File: config.mk
export PLATFORM = sky130hd
export DESIGN_NAME = fsd_status
export DESIGN_NICKNAME = d
export VERILOG_FILES = /design/src/core/fsd_pkg.sv /design/src/core/fsd_status.sv /design/src/core/fsd_timebase.sv /design/src/core/fsd_lamp.sv
export VERILOG_INCLUDE_DIRS = /design/src /design/src/core
export SDC_FILE = /design/constraint.sdc
export NUM_CORES = 1
export LEC_CHECK = 0
export BUFFER_PORTS_ARGS = -buffer_cell sky130_fd_sc_hd__buf_2
export CELL_PAD_IN_SITES_DETAIL_PLACEMENT = 1
export CELL_PAD_IN_SITES_GLOBAL_PLACEMENT = 2
export CORE_MARGIN = 1.5
export CORE_UTILIZATION = 32
export CTS_CLUSTER_SIZE = 24
export DETAILED_ROUTE_END_ITERATION = 7
export GPL_ROUTABILITY_DRIVEN = 0
export HOLD_SLACK_MARGIN = 0.02
export PLACE_DENSITY_LB_ADDON = 0.1
export SYNTH_ARGS = -nofsm -noshare
export SYNTH_HDL_FRONTEND = slang
export SYNTH_SLANG_ARGS = --single-unit
File: constraint.sdc
create_clock -name clk_in -period 3.3 [get_ports clk_in]
set_clock_uncertainty 0.2 [all_clocks]
set_input_delay 0.66 -clock clk_in [delete_from_list [all_inputs] [get_ports clk_in]]
set_output_delay 0.66 -clock clk_in [all_outputs]
set_load 0.02 [all_outputs]
File: src/core/fsd_consts.svh
// constants for the fieldbus status and diagnostics block
`ifndef FSD_CONSTS_SVH
`define FSD_CONSTS_SVH

// timebase: one tick every 50 ms at 250 MHz
`define FSD_CLK_MHZ        250
`define FSD_TICK_MS        50
`define FSD_TICK_CYC       (`FSD_TICK_MS * 1000 * `FSD_CLK_MHZ)
// internal bus silence limit
`define FSD_BUS_TMO_MS     500
`define FSD_BUS_TMO_CYC    (`FSD_BUS_TMO_MS * 1000 * `FSD_CLK_MHZ)

// lamp colours
`define FSD_LAMP_OFF       2'h0
`define FSD_LAMP_GREEN     2'h1
`define FSD_LAMP_RED       2'h2
`define FSD_LAMP_YELLOW    2'h3

// detail codes
`define FSD_DC_NONE        8'h00
`define FSD_DC_COMM        8'h01
`define FSD_DC_HW          8'h02
`define FSD_DC_EE_CSUM     8'h03
`define FSD_DC_EEPROM      8'h04
`define FSD_DC_FLASH       8'h05
`define FSD_DC_RAM         8'h06
`define FSD_DC_NVRAM       8'h07
`define FSD_DC_UNKNOWN     8'h65
`define FSD_DC_BUS_INT     8'h66
`define FSD_DC_BUS_TMO     8'h67

// diagnostic record
`define FSD_EXT_LEN        8'h06
`define FSD_ETA_FAULT_BIT  3

`endif

File: src/core/fsd_pkg.sv
// types for the fieldbus status and diagnostics block
package fsd_pkg;
  typedef enum logic [2:0] {
    FSD_PAT_OFF,
    FSD_PAT_ON,
    FSD_PAT_FLICKER,
    FSD_PAT_BLINK,
    FSD_PAT_SINGLE,
    FSD_PAT_BURST
  } fsd_pat_t;
endpackage

File: src/core/fsd_status.sv
// fieldbus status lamps, internal link fault and diagnostic record
`timescale 1ns/1ps
`include "fsd_consts.svh"
// How it works
// - module lamp off unpowered, red on link fault, green when operational
// - module lamp flickers red on bad config or controller stop; comm loss latches link fault, steady red
// - module lamp single red flash when controller not connected
// - green flicker on identify; both lamps green/red during power-up test
// - network lamp off without IP, red on module error, green when up
// - network lamp flickers green until parameter backup client finishes
// - network lamp three green flashes: ports unplugged, IP held
// - network lamp four green flashes on duplicate IP
// - network lamp five green flashes during DHCP
// - port lamp off no link, green 100M, yellow 10M
// - port lamp blinks its speed colour during traffic
// - Modbus TCP only mode uses an alternative scheme on both lamps
// - link fault raised on module hardware error or drive comm loss
// - link fault always forces a freewheel stop
// - link fault latched until power cycle
// - detail codes 0..7 for none, comm, hardware and memory faults
// - detail codes 101, 102, 103 for unknown, bus break, 500 ms timeout
// - event report captures fault code, state word, output speed
// - record byte 29 holds length 6
// - byte 30 is fault code low byte when state bit 3 set
// - bytes 31..34 hold state word then speed, low byte first
module fsd_status #(
  parameter int BUS_TMO_CYC = `FSD_BUS_TMO_CYC, // internal bus silence
  parameter int TICK_CYC    = `FSD_TICK_CYC     // pattern tick
) (
  input  wire logic        clk_in,          // module clock
  input  wire logic        rst_in,          // power-on reset
  input  wire logic        selftest_in,     // power-up test running
  input  wire logic        identify_in,     // dcp identify / flash mode
  input  wire logic        comm_interrupt_in, // comm interruption
  input  wire logic        bad_config_in,   // wrong configuration
  input  wire logic        ctrl_stop_in,    // controller in stop
  input  wire logic        ctrl_conn_in,    // controller connected
  input  wire logic        modbus_only_in,  // modbus tcp server only
  input  wire logic        ip_valid_in,     // ip address held
  input  wire logic        module_err_in,   // module error
  input  wire logic        backup_busy_in,  // backup client transferring
  input  wire logic        dup_ip_in,       // duplicate ip seen
  input  wire logic        dhcp_busy_in,    // dhcp running
  input  wire logic [1:0]  port_link_in,    // link up per port
  input  wire logic [1:0]  port_fast_in,    // 100M link per port
  input  wire logic [1:0]  port_act_in,     // traffic per port
  input  wire logic        hw_err_in,       // module hardware error
  input  wire logic [2:0]  mem_fault_in,    // 0 none, 3..7 memory codes
  input  wire logic        unknown_mod_in,  // unknown module
  input  wire logic        bus_break_in,    // internal bus interrupted
  input  wire logic        bus_resp_in,     // internal bus response
  input  wire logic        diag_event_in,   // capture diagnostic record
  input  wire logic [15:0] state_word_in,   // operating state word
  input  wire logic [15:0] fault_code_in,   // last fault code
  input  wire logic [15:0] out_speed_in,    // output speed
  output logic [1:0]       module_status_lamp_out,  // colour
  output logic [1:0]       network_status_lamp_out, // colour
  output logic [1:0]       port_a_link_lamp_out,    // colour
  output logic [1:0]       port_b_link_lamp_out,    // colour
  output logic             internal_link_fault_out, // latched fault
  output logic             freewheel_stop_out,      // coast the motor
  output logic [7:0]       slot_a_link_detail_code_out, // cause
  output logic [47:0]      diag_record_out, // bytes 29..34, 29 in low
  output logic             diag_valid_out   // record captured
);
  // ****************************************************************
  // state
  // ****************************************************************
  typedef struct packed {
    logic        fault;
    logic [7:0]  code;
    logic [31:0] tmo;
    logic [47:0] rec;
    logic        rec_v;
  } fsd_st_t;
  fsd_st_t s_ff, nxt_s;

  logic              flick_w;
  logic              blink_w;
  logic [4:0]        slot_w;
  fsd_pkg::fsd_pat_t mod_pat;
  fsd_pkg::fsd_pat_t net_pat;
  logic [1:0]        mod_col;
  logic [1:0]        net_col;
  logic [2:0]        net_cnt;
  fsd_pkg::fsd_pat_t port_pat [2];
  logic [1:0]        port_col [2];
  logic [1:0]        lamp_w   [4];
  logic              tmo_hit;
  logic [7:0]        cause;

  // ****************************************************************
  // timebase
  // ****************************************************************
  fsd_timebase #(.TICK_CYC(TICK_CYC)) u_tb (
    .clk_in    (clk_in),
    .rst_in    (rst_in),
    .flick_out (flick_w),
    .blink_out (blink_w),
    .slot_out  (slot_w)
  );

  // ****************************************************************
  // lamp pattern selection
  // ****************************************************************
  always_comb begin
    mod_pat = fsd_pkg::FSD_PAT_OFF;
    mod_col = `FSD_LAMP_OFF;
    if (selftest_in) begin
      mod_pat = fsd_pkg::FSD_PAT_BLINK;
      mod_col = `FSD_LAMP_GREEN;
    end else if (s_ff.fault) begin
      mod_pat = fsd_pkg::FSD_PAT_ON;
      mod_col = `FSD_LAMP_RED;
    end else if (modbus_only_in) begin
      // alternative scheme: steady green; comm loss latches the link fault, so steady red
      mod_pat = comm_interrupt_in ? fsd_pkg::FSD_PAT_FLICKER
                                  : fsd_pkg::FSD_PAT_ON;
      mod_col = comm_interrupt_in ? `FSD_LAMP_RED : `FSD_LAMP_GREEN;
    end else if (identify_in) begin
      mod_pat = fsd_pkg::FSD_PAT_FLICKER;
      mod_col = `FSD_LAMP_GREEN;
    end else if (comm_interrupt_in || bad_config_in || ctrl_stop_in) begin
      mod_pat = fsd_pkg::FSD_PAT_FLICKER;
      mod_col = `FSD_LAMP_RED;
    end else if (!ctrl_conn_in) begin
      mod_pat = fsd_pkg::FSD_PAT_SINGLE;
      mod_col = `FSD_LAMP_RED;
    end else begin
      mod_pat = fsd_pkg::FSD_PAT_ON;
      mod_col = `FSD_LAMP_GREEN;
    end
  end

  always_comb begin
    net_pat = fsd_pkg::FSD_PAT_OFF;
    net_col = `FSD_LAMP_GREEN;
    net_cnt = 3'h0;
    if (selftest_in) begin
      net_pat = fsd_pkg::FSD_PAT_BLINK;
    end else if (module_err_in || s_ff.fault) begin
      net_pat = fsd_pkg::FSD_PAT_ON;
      net_col = `FSD_LAMP_RED;
    end else if (modbus_only_in) begin
      // alternative scheme: steady green with ip, else off
      net_pat = ip_valid_in ? fsd_pkg::FSD_PAT_ON
                            : fsd_pkg::FSD_PAT_OFF;
    end else if (dup_ip_in) begin
      net_pat = fsd_pkg::FSD_PAT_BURST;
      net_cnt = 3'h4;
    end else if (identify_in || backup_busy_in) begin
      net_pat = fsd_pkg::FSD_PAT_FLICKER;
    end else if (dhcp_busy_in) begin
      net_pat = fsd_pkg::FSD_PAT_BURST;
      net_cnt = 3'h5;
    end else if (!ip_valid_in) begin
      net_pat = fsd_pkg::FSD_PAT_OFF;
    end else if (port_link_in == 2'h0) begin
      net_pat = fsd_pkg::FSD_PAT_BURST;
      net_cnt = 3'h3;
    end else begin
      net_pat = fsd_pkg::FSD_PAT_ON;
    end
  end

  always_comb begin
    for (int i = 0; i < 2; i++) begin
      port_col[i] = port_fast_in[i] ? `FSD_LAMP_GREEN
                                    : `FSD_LAMP_YELLOW;
      if (!port_link_in[i]) begin
        port_pat[i] = fsd_pkg::FSD_PAT_OFF;
      end else if (port_act_in[i]) begin
        port_pat[i] = fsd_pkg::FSD_PAT_FLICKER;
      end else begin
        port_pat[i] = fsd_pkg::FSD_PAT_ON;
      end
    end
  end

  // ****************************************************************
  // lamp drivers
  // ****************************************************************
  fsd_lamp u_mod (
    .clk_in   (clk_in),
    .rst_in   (rst_in),
    .pat_in   (mod_pat),
    .col_in   (mod_col),
    .alt_in   (`FSD_LAMP_RED),
    .count_in (3'h0),
    .flick_in (flick_w),
    .blink_in (blink_w),
    .slot_in  (slot_w),
    .lamp_out (lamp_w[0])
  );

  fsd_lamp u_net (
    .clk_in   (clk_in),
    .rst_in   (rst_in),
    .pat_in   (net_pat),
    .col_in   (net_col),
    .alt_in   (`FSD_LAMP_RED),
    .count_in (net_cnt),
    .flick_in (flick_w),
    .blink_in (!blink_w),
    .slot_in  (slot_w),
    .lamp_out (lamp_w[1])
  );

  for (genvar g = 0; g < 2; g++) begin : g_port
    fsd_lamp u_port (
      .clk_in   (clk_in),
      .rst_in   (rst_in),
      .pat_in   (port_pat[g]),
      .col_in   (port_col[g]),
      .alt_in   (`FSD_LAMP_OFF),
      .count_in (3'h0),
      .flick_in (blink_w),
      .blink_in (blink_w),
      .slot_in  (slot_w),
      .lamp_out (lamp_w[2 + g])
    );
  end

  assign module_status_lamp_out  = lamp_w[0];
  assign network_status_lamp_out = lamp_w[1];
  assign port_a_link_lamp_out    = lamp_w[2];
  assign port_b_link_lamp_out    = lamp_w[3];

  // ****************************************************************
  // internal link fault and detail code
  // ****************************************************************
  assign tmo_hit = (s_ff.tmo >= 32'(BUS_TMO_CYC - 1));

  always_comb begin
    cause = `FSD_DC_NONE;
    if (hw_err_in) begin
      cause = `FSD_DC_HW;
    end else if (mem_fault_in >= 3'h3) begin
      cause = {5'h00, mem_fault_in};
    end else if (unknown_mod_in) begin
      cause = `FSD_DC_UNKNOWN;
    end else if (bus_break_in) begin
      cause = `FSD_DC_BUS_INT;
    end else if (tmo_hit) begin
      cause = `FSD_DC_BUS_TMO;
    end else if (comm_interrupt_in) begin
      cause = `FSD_DC_COMM;
    end
  end

  always_comb begin
    nxt_s = s_ff;
    nxt_s.tmo = (bus_resp_in || tmo_hit) ? 32'h0 : s_ff.tmo + 32'h1;
    // first cause is kept; only a power-on reset clears it
    if (!s_ff.fault && cause != `FSD_DC_NONE) begin
      nxt_s.fault = 1'b1;
      nxt_s.code  = cause;
    end
    if (diag_event_in) begin
      nxt_s.rec_v = 1'b1;
      nxt_s.rec = {out_speed_in, state_word_in,
                   state_word_in[`FSD_ETA_FAULT_BIT]
                     ? fault_code_in[7:0] : 8'h00,
                   `FSD_EXT_LEN};
    end
  end

  always_ff @(posedge clk_in) begin
    if (rst_in) begin
      s_ff <= '0;
    end else begin
      s_ff <= nxt_s;
    end
  end

  assign internal_link_fault_out     = s_ff.fault;
  assign freewheel_stop_out          = s_ff.fault;
  assign slot_a_link_detail_code_out = s_ff.code;
  assign diag_record_out             = s_ff.rec;
  assign diag_valid_out              = s_ff.rec_v;
endmodule

File: src/core/fsd_timebase.sv
// shared timebase giving phases for all lamp patterns
`timescale 1ns/1ps
`include "fsd_consts.svh"
module fsd_timebase #(
  parameter int TICK_CYC = `FSD_TICK_CYC
) (
  input  wire logic       clk_in,    // module clock
  input  wire logic       rst_in,    // sync reset
  output logic            flick_out, // fast toggle, every tick
  output logic            blink_out, // slow toggle, every 4 ticks
  output logic [4:0]      slot_out   // 32-slot frame position, 4 ticks per slot
);
  typedef struct packed {
    logic [31:0] cnt;
    logic [6:0]  ph;
  } fsd_tb_t;
  fsd_tb_t s_ff, nxt_s;

  always_comb begin
    nxt_s = s_ff;
    if (s_ff.cnt >= 32'(TICK_CYC - 1)) begin
      nxt_s.cnt = 32'h0;
      nxt_s.ph  = s_ff.ph + 7'h01;
    end else begin
      nxt_s.cnt = s_ff.cnt + 32'h1;
    end
  end

  always_ff @(posedge clk_in) begin
    if (rst_in) begin
      s_ff <= '0;
    end else begin
      s_ff <= nxt_s;
    end
  end

  assign flick_out = s_ff.ph[0];
  assign blink_out = s_ff.ph[2];
  assign slot_out  = s_ff.ph[6:2];
endmodule

File: src/core/fsd_lamp.sv
// one lamp: turns a pattern and colour into a driven colour
`timescale 1ns/1ps
`include "fsd_consts.svh"
module fsd_lamp (
  input  wire logic          clk_in,    // module clock
  input  wire logic          rst_in,    // sync reset
  input  fsd_pkg::fsd_pat_t  pat_in,    // pattern
  input  wire logic [1:0]    col_in,    // main colour
  input  wire logic [1:0]    alt_in,    // blink alternate colour
  input  wire logic [2:0]    count_in,  // flashes per burst
  input  wire logic          flick_in,  // fast phase
  input  wire logic          blink_in,  // slow phase
  input  wire logic [4:0]    slot_in,   // frame slot
  output logic [1:0]         lamp_out   // colour shown
);
  typedef struct packed {
    logic [1:0] lamp;
  } fsd_lp_t;
  fsd_lp_t s_ff, nxt_s;
  logic on_w;

  always_comb begin
    nxt_s = s_ff;
    on_w = 1'b0;
    unique case (pat_in)
      fsd_pkg::FSD_PAT_OFF:     on_w = 1'b0;
      fsd_pkg::FSD_PAT_ON:      on_w = 1'b1;
      fsd_pkg::FSD_PAT_FLICKER: on_w = flick_in;
      fsd_pkg::FSD_PAT_BLINK:   on_w = 1'b1;
      fsd_pkg::FSD_PAT_SINGLE:  on_w = (slot_in[2:0] == 3'h0);
      // flash on even slots, then a gap to the end of the frame
      fsd_pkg::FSD_PAT_BURST: on_w = !slot_in[0] &&
                              (slot_in[4:1] < {1'b0, count_in});
      default:                  on_w = 1'b0;
    endcase
    if (pat_in == fsd_pkg::FSD_PAT_BLINK) begin
      nxt_s.lamp = blink_in ? alt_in : col_in;
    end else begin
      nxt_s.lamp = on_w ? col_in : `FSD_LAMP_OFF;
    end
  end

  always_ff @(posedge clk_in) begin
    if (rst_in) begin
      s_ff <= '0;
    end else begin
      s_ff <= nxt_s;
    end
  end

  assign lamp_out = s_ff.lamp;
endmodule

# Yosys cells after proc, flatten, opt, wreduce, memory -nomap -nowiden
# Index checks and enable logic that the tools add are counted.
[totals]
wordCells = 120
ff_bits = 131
out_inout_bits = 67
[op_classes]
n_reduce_logical = 19
order_cmp = 5
eq_ne = 20
muxes = 62
add_sub_neg = 3
[op_table]
columns = ["op", "count"]
rows = [
  ["$add 32x1->32 const B", 2],
  ["$mux 2", 30],
  ["$mux 3", 20],
  ["$mux 7", 5],
  ["$ge 32x24->1 const B", 1],
  ["$ge 32x27->1 const B", 1],
  ["$pmux 1 s4", 4],
  ["$eq 2x3->1 const B", 4],
  ["$eq 3x2->1 const B", 4],
  ["$eq 3x3->1 const B", 4],
  ["$reduce_or 2->1", 6],
  ["$eq 2x2->1 const B", 4],
  ["$mux 8", 1],
  ["$reduce_bool 8->1", 1],
  ["$add 7x1->7 const B", 1],
  ["$eq 3x1->1 const B", 2],
  ["$logic_or 1x1->1", 5],
  ["$eq 2x1->1 const B", 2],
  ["$lt 4x1->1 const B", 1],
  ["$lt 4x3->1", 1],
  ["$ge 3x2->1 const B", 1],
  ["$logic_and 1x1->1", 3],
  ["$logic_not 3->1", 1],
  ["$logic_not 1->1", 2],
  ["other kinds (2)", 3],
]

# Depth between registers and ports, before layout
[logic_depth]
ltp_word = 14
ltp_mapped = 10
depth_no_buf = 7

# By module
# From an unflattened synthesis, not the netlist that was laid out.
[unflattened]
hier_cells = 730
hier_area_um2 = 6590.1
[modules_own_cells]
columns = ["mod", "n_inst", "cells_per_inst", "area_each_um2", "seq_area_each_um2"]
rows = [
  ["fsd_status", 1, 436, 4012.6, 1561.5],
  ["fsd_timebase", 1, 190, 1746.7, 780.7],
  ["fsd_lamp", 4, 26, 207.7, 40.0],
]

# Worst setup path after synthesis
# Ideal clock, no wire load.
[synth_path]
path_type = "flip-flop to flip-flop"
startpoint = "reg u_tb.s_ff[7] (netlist bit)"
endpoint = "reg u_tb.s_ff[22] (netlist bit)"
stages_incl_launch_ff = 11
period_less_slack_ps = 2472
n_path_buf = 3
path_slack_ps = 828
arrival_ps = 2210
cell_sequence = "dfxtp_1 > ha_1 > and4_1 > clkbuf_1 > or3_4 > a41oi_4 > nor2_2 > or2_1 > buf_6 > buf_12 > nor2_4"
[synth_via]
elab_chain_len = 2
[synth_lines]
columns = ["element", "line_no", "source"]
rows = [
  ["start: declaration", "fsd_timebase.sv:17", "fsd_tb_t s_ff, nxt_s;"],
  ["start signal: assignment", "fsd_timebase.sv:33", "s_ff <= nxt_s;"],
  ["$ge 32x24->1", "fsd_timebase.sv:21", "if (s_ff.cnt >= 32'(TICK_CYC - 1)) begin"],
  ["$reduce_or 2->1 (no source line)", "n/a", ""],
]
# Several ways; a longest one is shown, not always the timed one.
# A chain may end at the register's enable or synchronous reset.

# Worst setup path after layout
[layout_path]
startpoint = "reg u_tb.s_ff[12] (netlist bit)"
endpoint = "reg u_tb.s_ff[28] (netlist bit)"
# Same word-level chain as after synthesis.

==> impl_results.md <==
- Status: finished clean
- Synth-to-layout area growth: 20.0%
- Via count: ~4300
- Cell family with most CP delay: simple AND/OR/NAND/NOR gates
- Worst endpoint required time: approximately 3.5 ns
- Cell Count Post-Placement: about 900
- Post-synth ARST share: 0
- Drt initial violations: around 100
- Worst setup EP type: flip-flop
- CTS resizes: 0
- P_int: between 2 and 3 mW
- Highest routed layer: met4
- Final net count: ~770
- Pins over their slew limit: 0
- HP Start: port_fast_in[0]
- Startpoint Class: flip-flop
- Setup Crit Path Kind: flip-flop to flip-flop
- Reg2reg start: u_tb.s_ff[12]
- TritonCTS buffer count: 17
- Slowest CP cell: or4_1
- Post-synth EDFFs: 0
- Post-synthesis mux area share: 0.0574
- # diodes: 0
- Detailed Routing Iterations Pass 1: 6
- Per-cell routed wire length: around 13 um
- VDD IR max: around 0.39 mV
- Setup TNS: 0 ns
- Largest net degree at the start of global routing: between 40 and 50
- Die area: around 18000 um2
- Most used standard cell by instance count after synthesis: dfxtp_1
- CTS clock-pin slew for the worst setup and hold paths: approximately 0.060 ns
- Most instantiated cells after synthesis: 125 x dfxtp_1, 102 x nor2_1, 57 x buf_4
- Combinational power share: 0.070
- Clock group share of total power: 0.515
- NetSw: ~0.85 mW
- Count of final setup violators: 0
- Stages on worst setup path: 7
- Post-Synth XOR/XNOR Area: 0.0751
- Met2 routed wirelength: between 5000 and 6000 um
- Drt via density: between 4 and 5
- Crit Path Max Fanout: 13
- Clock latency on the worst-skew pair: approximately 0.4 ns
- Hold path cells: 2
- Initial core utilization: 0.326
- WP buf/inv: 1
- Net Sw Frac: 0.223
- Adder-cell share of the synthesized area: 0.0112
- Fillers: 2033
- Synth top area share: 0.447
- Pwr Density: ~570 nW/um2
- ANT nets after route: 0
- RSZ-0062 raised after global routing: false
- CTS sink cnt: about 130
- Max-cap violations: 0
- HPWL after detailed placement: 9210 um
- Deepest clock path buffer count: 2
- Number of distinct library cells after synthesis: 57
- Final instance area: about 6700 um2
- GRT Total Usage: 0.141
- Synth Flop Type: dfxtp_1
- CTS tree: done
- Sequential Power Share: 0.415
- Synth warn: 0
- H-tree levels: 4
- Syn Area/Cell: 9.35 um2
- Root buffer cell: clkbuf_16
- Cells on worst reg2reg path: 7
- M1 WL: around 5700 um
- Max-slew headroom: 0.379
- Tcrit/Tclk final: 0.854
- Post-Syn Area: roughly 5600 um2
- Hold WC Path Type: input pin to flip-flop
- Port-buffer cells: roughly 130
- Main area contributors after synthesis: dfxtp_1 45%, buf_4 7.6%, nor2_1 6.8%, mux2i_1 5.5%, xor2_1 4.2%
- Slew at the pin with the worst max-slew slack: 0.932 ns
- Leading area contributor after synthesis: dfxtp_1
- Post-CTS setup buffer count: 0
- Die height: 135 um
- Minimum clock period: roughly 2.8 ns
- Data arrival, critical path: around 3.0 ns
- Non-Filler Instances: between 900 and 1000
- Cells after Synth: approximately 600
- IO Count: 143
- Worst path max stage delay: approximately 0.53 ns
- First-pass GRT wire length: 20500 um
- Layout cells sized above 1: 0.263
- Simple-gate portion of the synthesized area: 0.235
- Sequential share of the synthesized area: 0.447
- WL final: around 12000 um
- P_leak: about 2.7 nW
- Antenna violations before repair: 0
- Flops & latches, synth: approximately 130
- Crit path from: u_tb.s_ff[12]
- Main combinational cell family by area after synthesis: simple AND/OR/NAND/NOR gates
- CP cell instances: or4_1 -> or3_4 -> a41oi_4 -> nor2_2 -> or2_2 -> buf_4 -> nor2_4
- Met3 Wirelength: between 600 and 700 um
- Core ar.: 17200 um2
- Placement row count: between 40 and 50
- Vias in the first global route: 4256
- Post-CTS Hold Buffers: 0
- DIE WIDTH: 135 um
- Compound-Gate Fraction of Synth Area: 0.0695
- Maximum clock frequency: 355 MHz
- Final Hold Vio Count: 0
- Grt ovf: 0
- Area post-placement: between 6000 and 7000 um2
- DRC errors left: 0
[metal layers]
metal  track usage  vias up
li1              -     2148
met1         0.174     2037
met2         0.230       98
met3        0.0378       20
met4        0.0639        0
met5             0        -
[cell type report]
class	instances	area, um2	area share
tap	225	282	0.0419
sequential	125	2500	0.373
timing repair buffer	132	678	0.101
multi-input combinational	408	2590	0.386
clock buffer	22	464	0.0691
clock inverter	10	161	0.0240
inverter	9	33.8	0.00503
[per-stage QoR]
stage | utilization | power [mW] | setup slack [ns] | hold slack [ns]
detailed placement | 0.355 | 1.89 | 0.468 | 0.238
global route | 0.391 | 3.98 | 0.299 | 0.183
global placement | 0.355 | 1.88 | 0.514 | 0.224
finish | 0.391 | 3.82 | 0.483 | 0.197
CTS | 0.391 | 3.88 | 0.454 | 0.180
floorplan | - | 1.82 | 0.828 | 0.213
[kinds of logic after synthesis]
kind of cell               after synthesis
and+or+nand+nor                        249
xor gates and xnor gates                48
DFF                                    125
other                                    1
muxes                                   32
buffers and inverters                   87
AOI/OAI and AO/OA                       52
adders and majority gates                5
[cells in the final DEF (no fill, tap or decap), types with 4 or more instances in the layout]
cell	count
mux2i_1	31
buf_2	125
nand3_1	23
inv_1	8
xor2_1	27
nor2b_1	10
and2_1	4
a22oi_1	8
nor4_1	6
nor3_1	14
and4_1	4
xnor2_1	21
clkbuf_16	17
nand4_1	12
ha_1	5
and3_1	12
nor2_1	102
a21oi_1	10
nor3b_1	5
dfxtp_1	125
nand2_1	24
bufinv_16	4
o21ai_0	9
conb_1	22
nor2_4	18
buf_4	7
[sequential cells by signal, summed over array words and instances (netlist names)]
signal and flops:
s_ff 32, u_net.lamp_out 2, slot_a_link_detail_code_out 4, u_mod.lamp_out 2
u_tb.blink_out 1, u_tb.s_ff 33, u_tb.slot_out 4, u_tb.flick_out 1
diag_record_out 41, g_port.u_port.lamp_out 4, freewheel_stop_out 1
[power by group through the flow]
stage                     registers (mW)  clock network (mW)  logic, mW
after floorplan                     1.62                   0      0.205
after global placement              1.62                   0      0.265
after detailed placement            1.62                   0      0.270
after CTS                           1.59                2.03      0.271
after global routing                1.59                2.09      0.297
final                               1.59                1.97      0.268
[worst paths after layout]
path | to | slack (ns)
setup / recovery | u_tb.s_ff[28] | 0.48
setup reg to reg | u_tb.s_ff[28] | 0.48
hold / removal | g_port[0].u_port.lamp_out[1] | 0.20
hold reg to reg | s_ff[49] | 0.24
No activity file was read; power rests on OpenSTA's default activity.
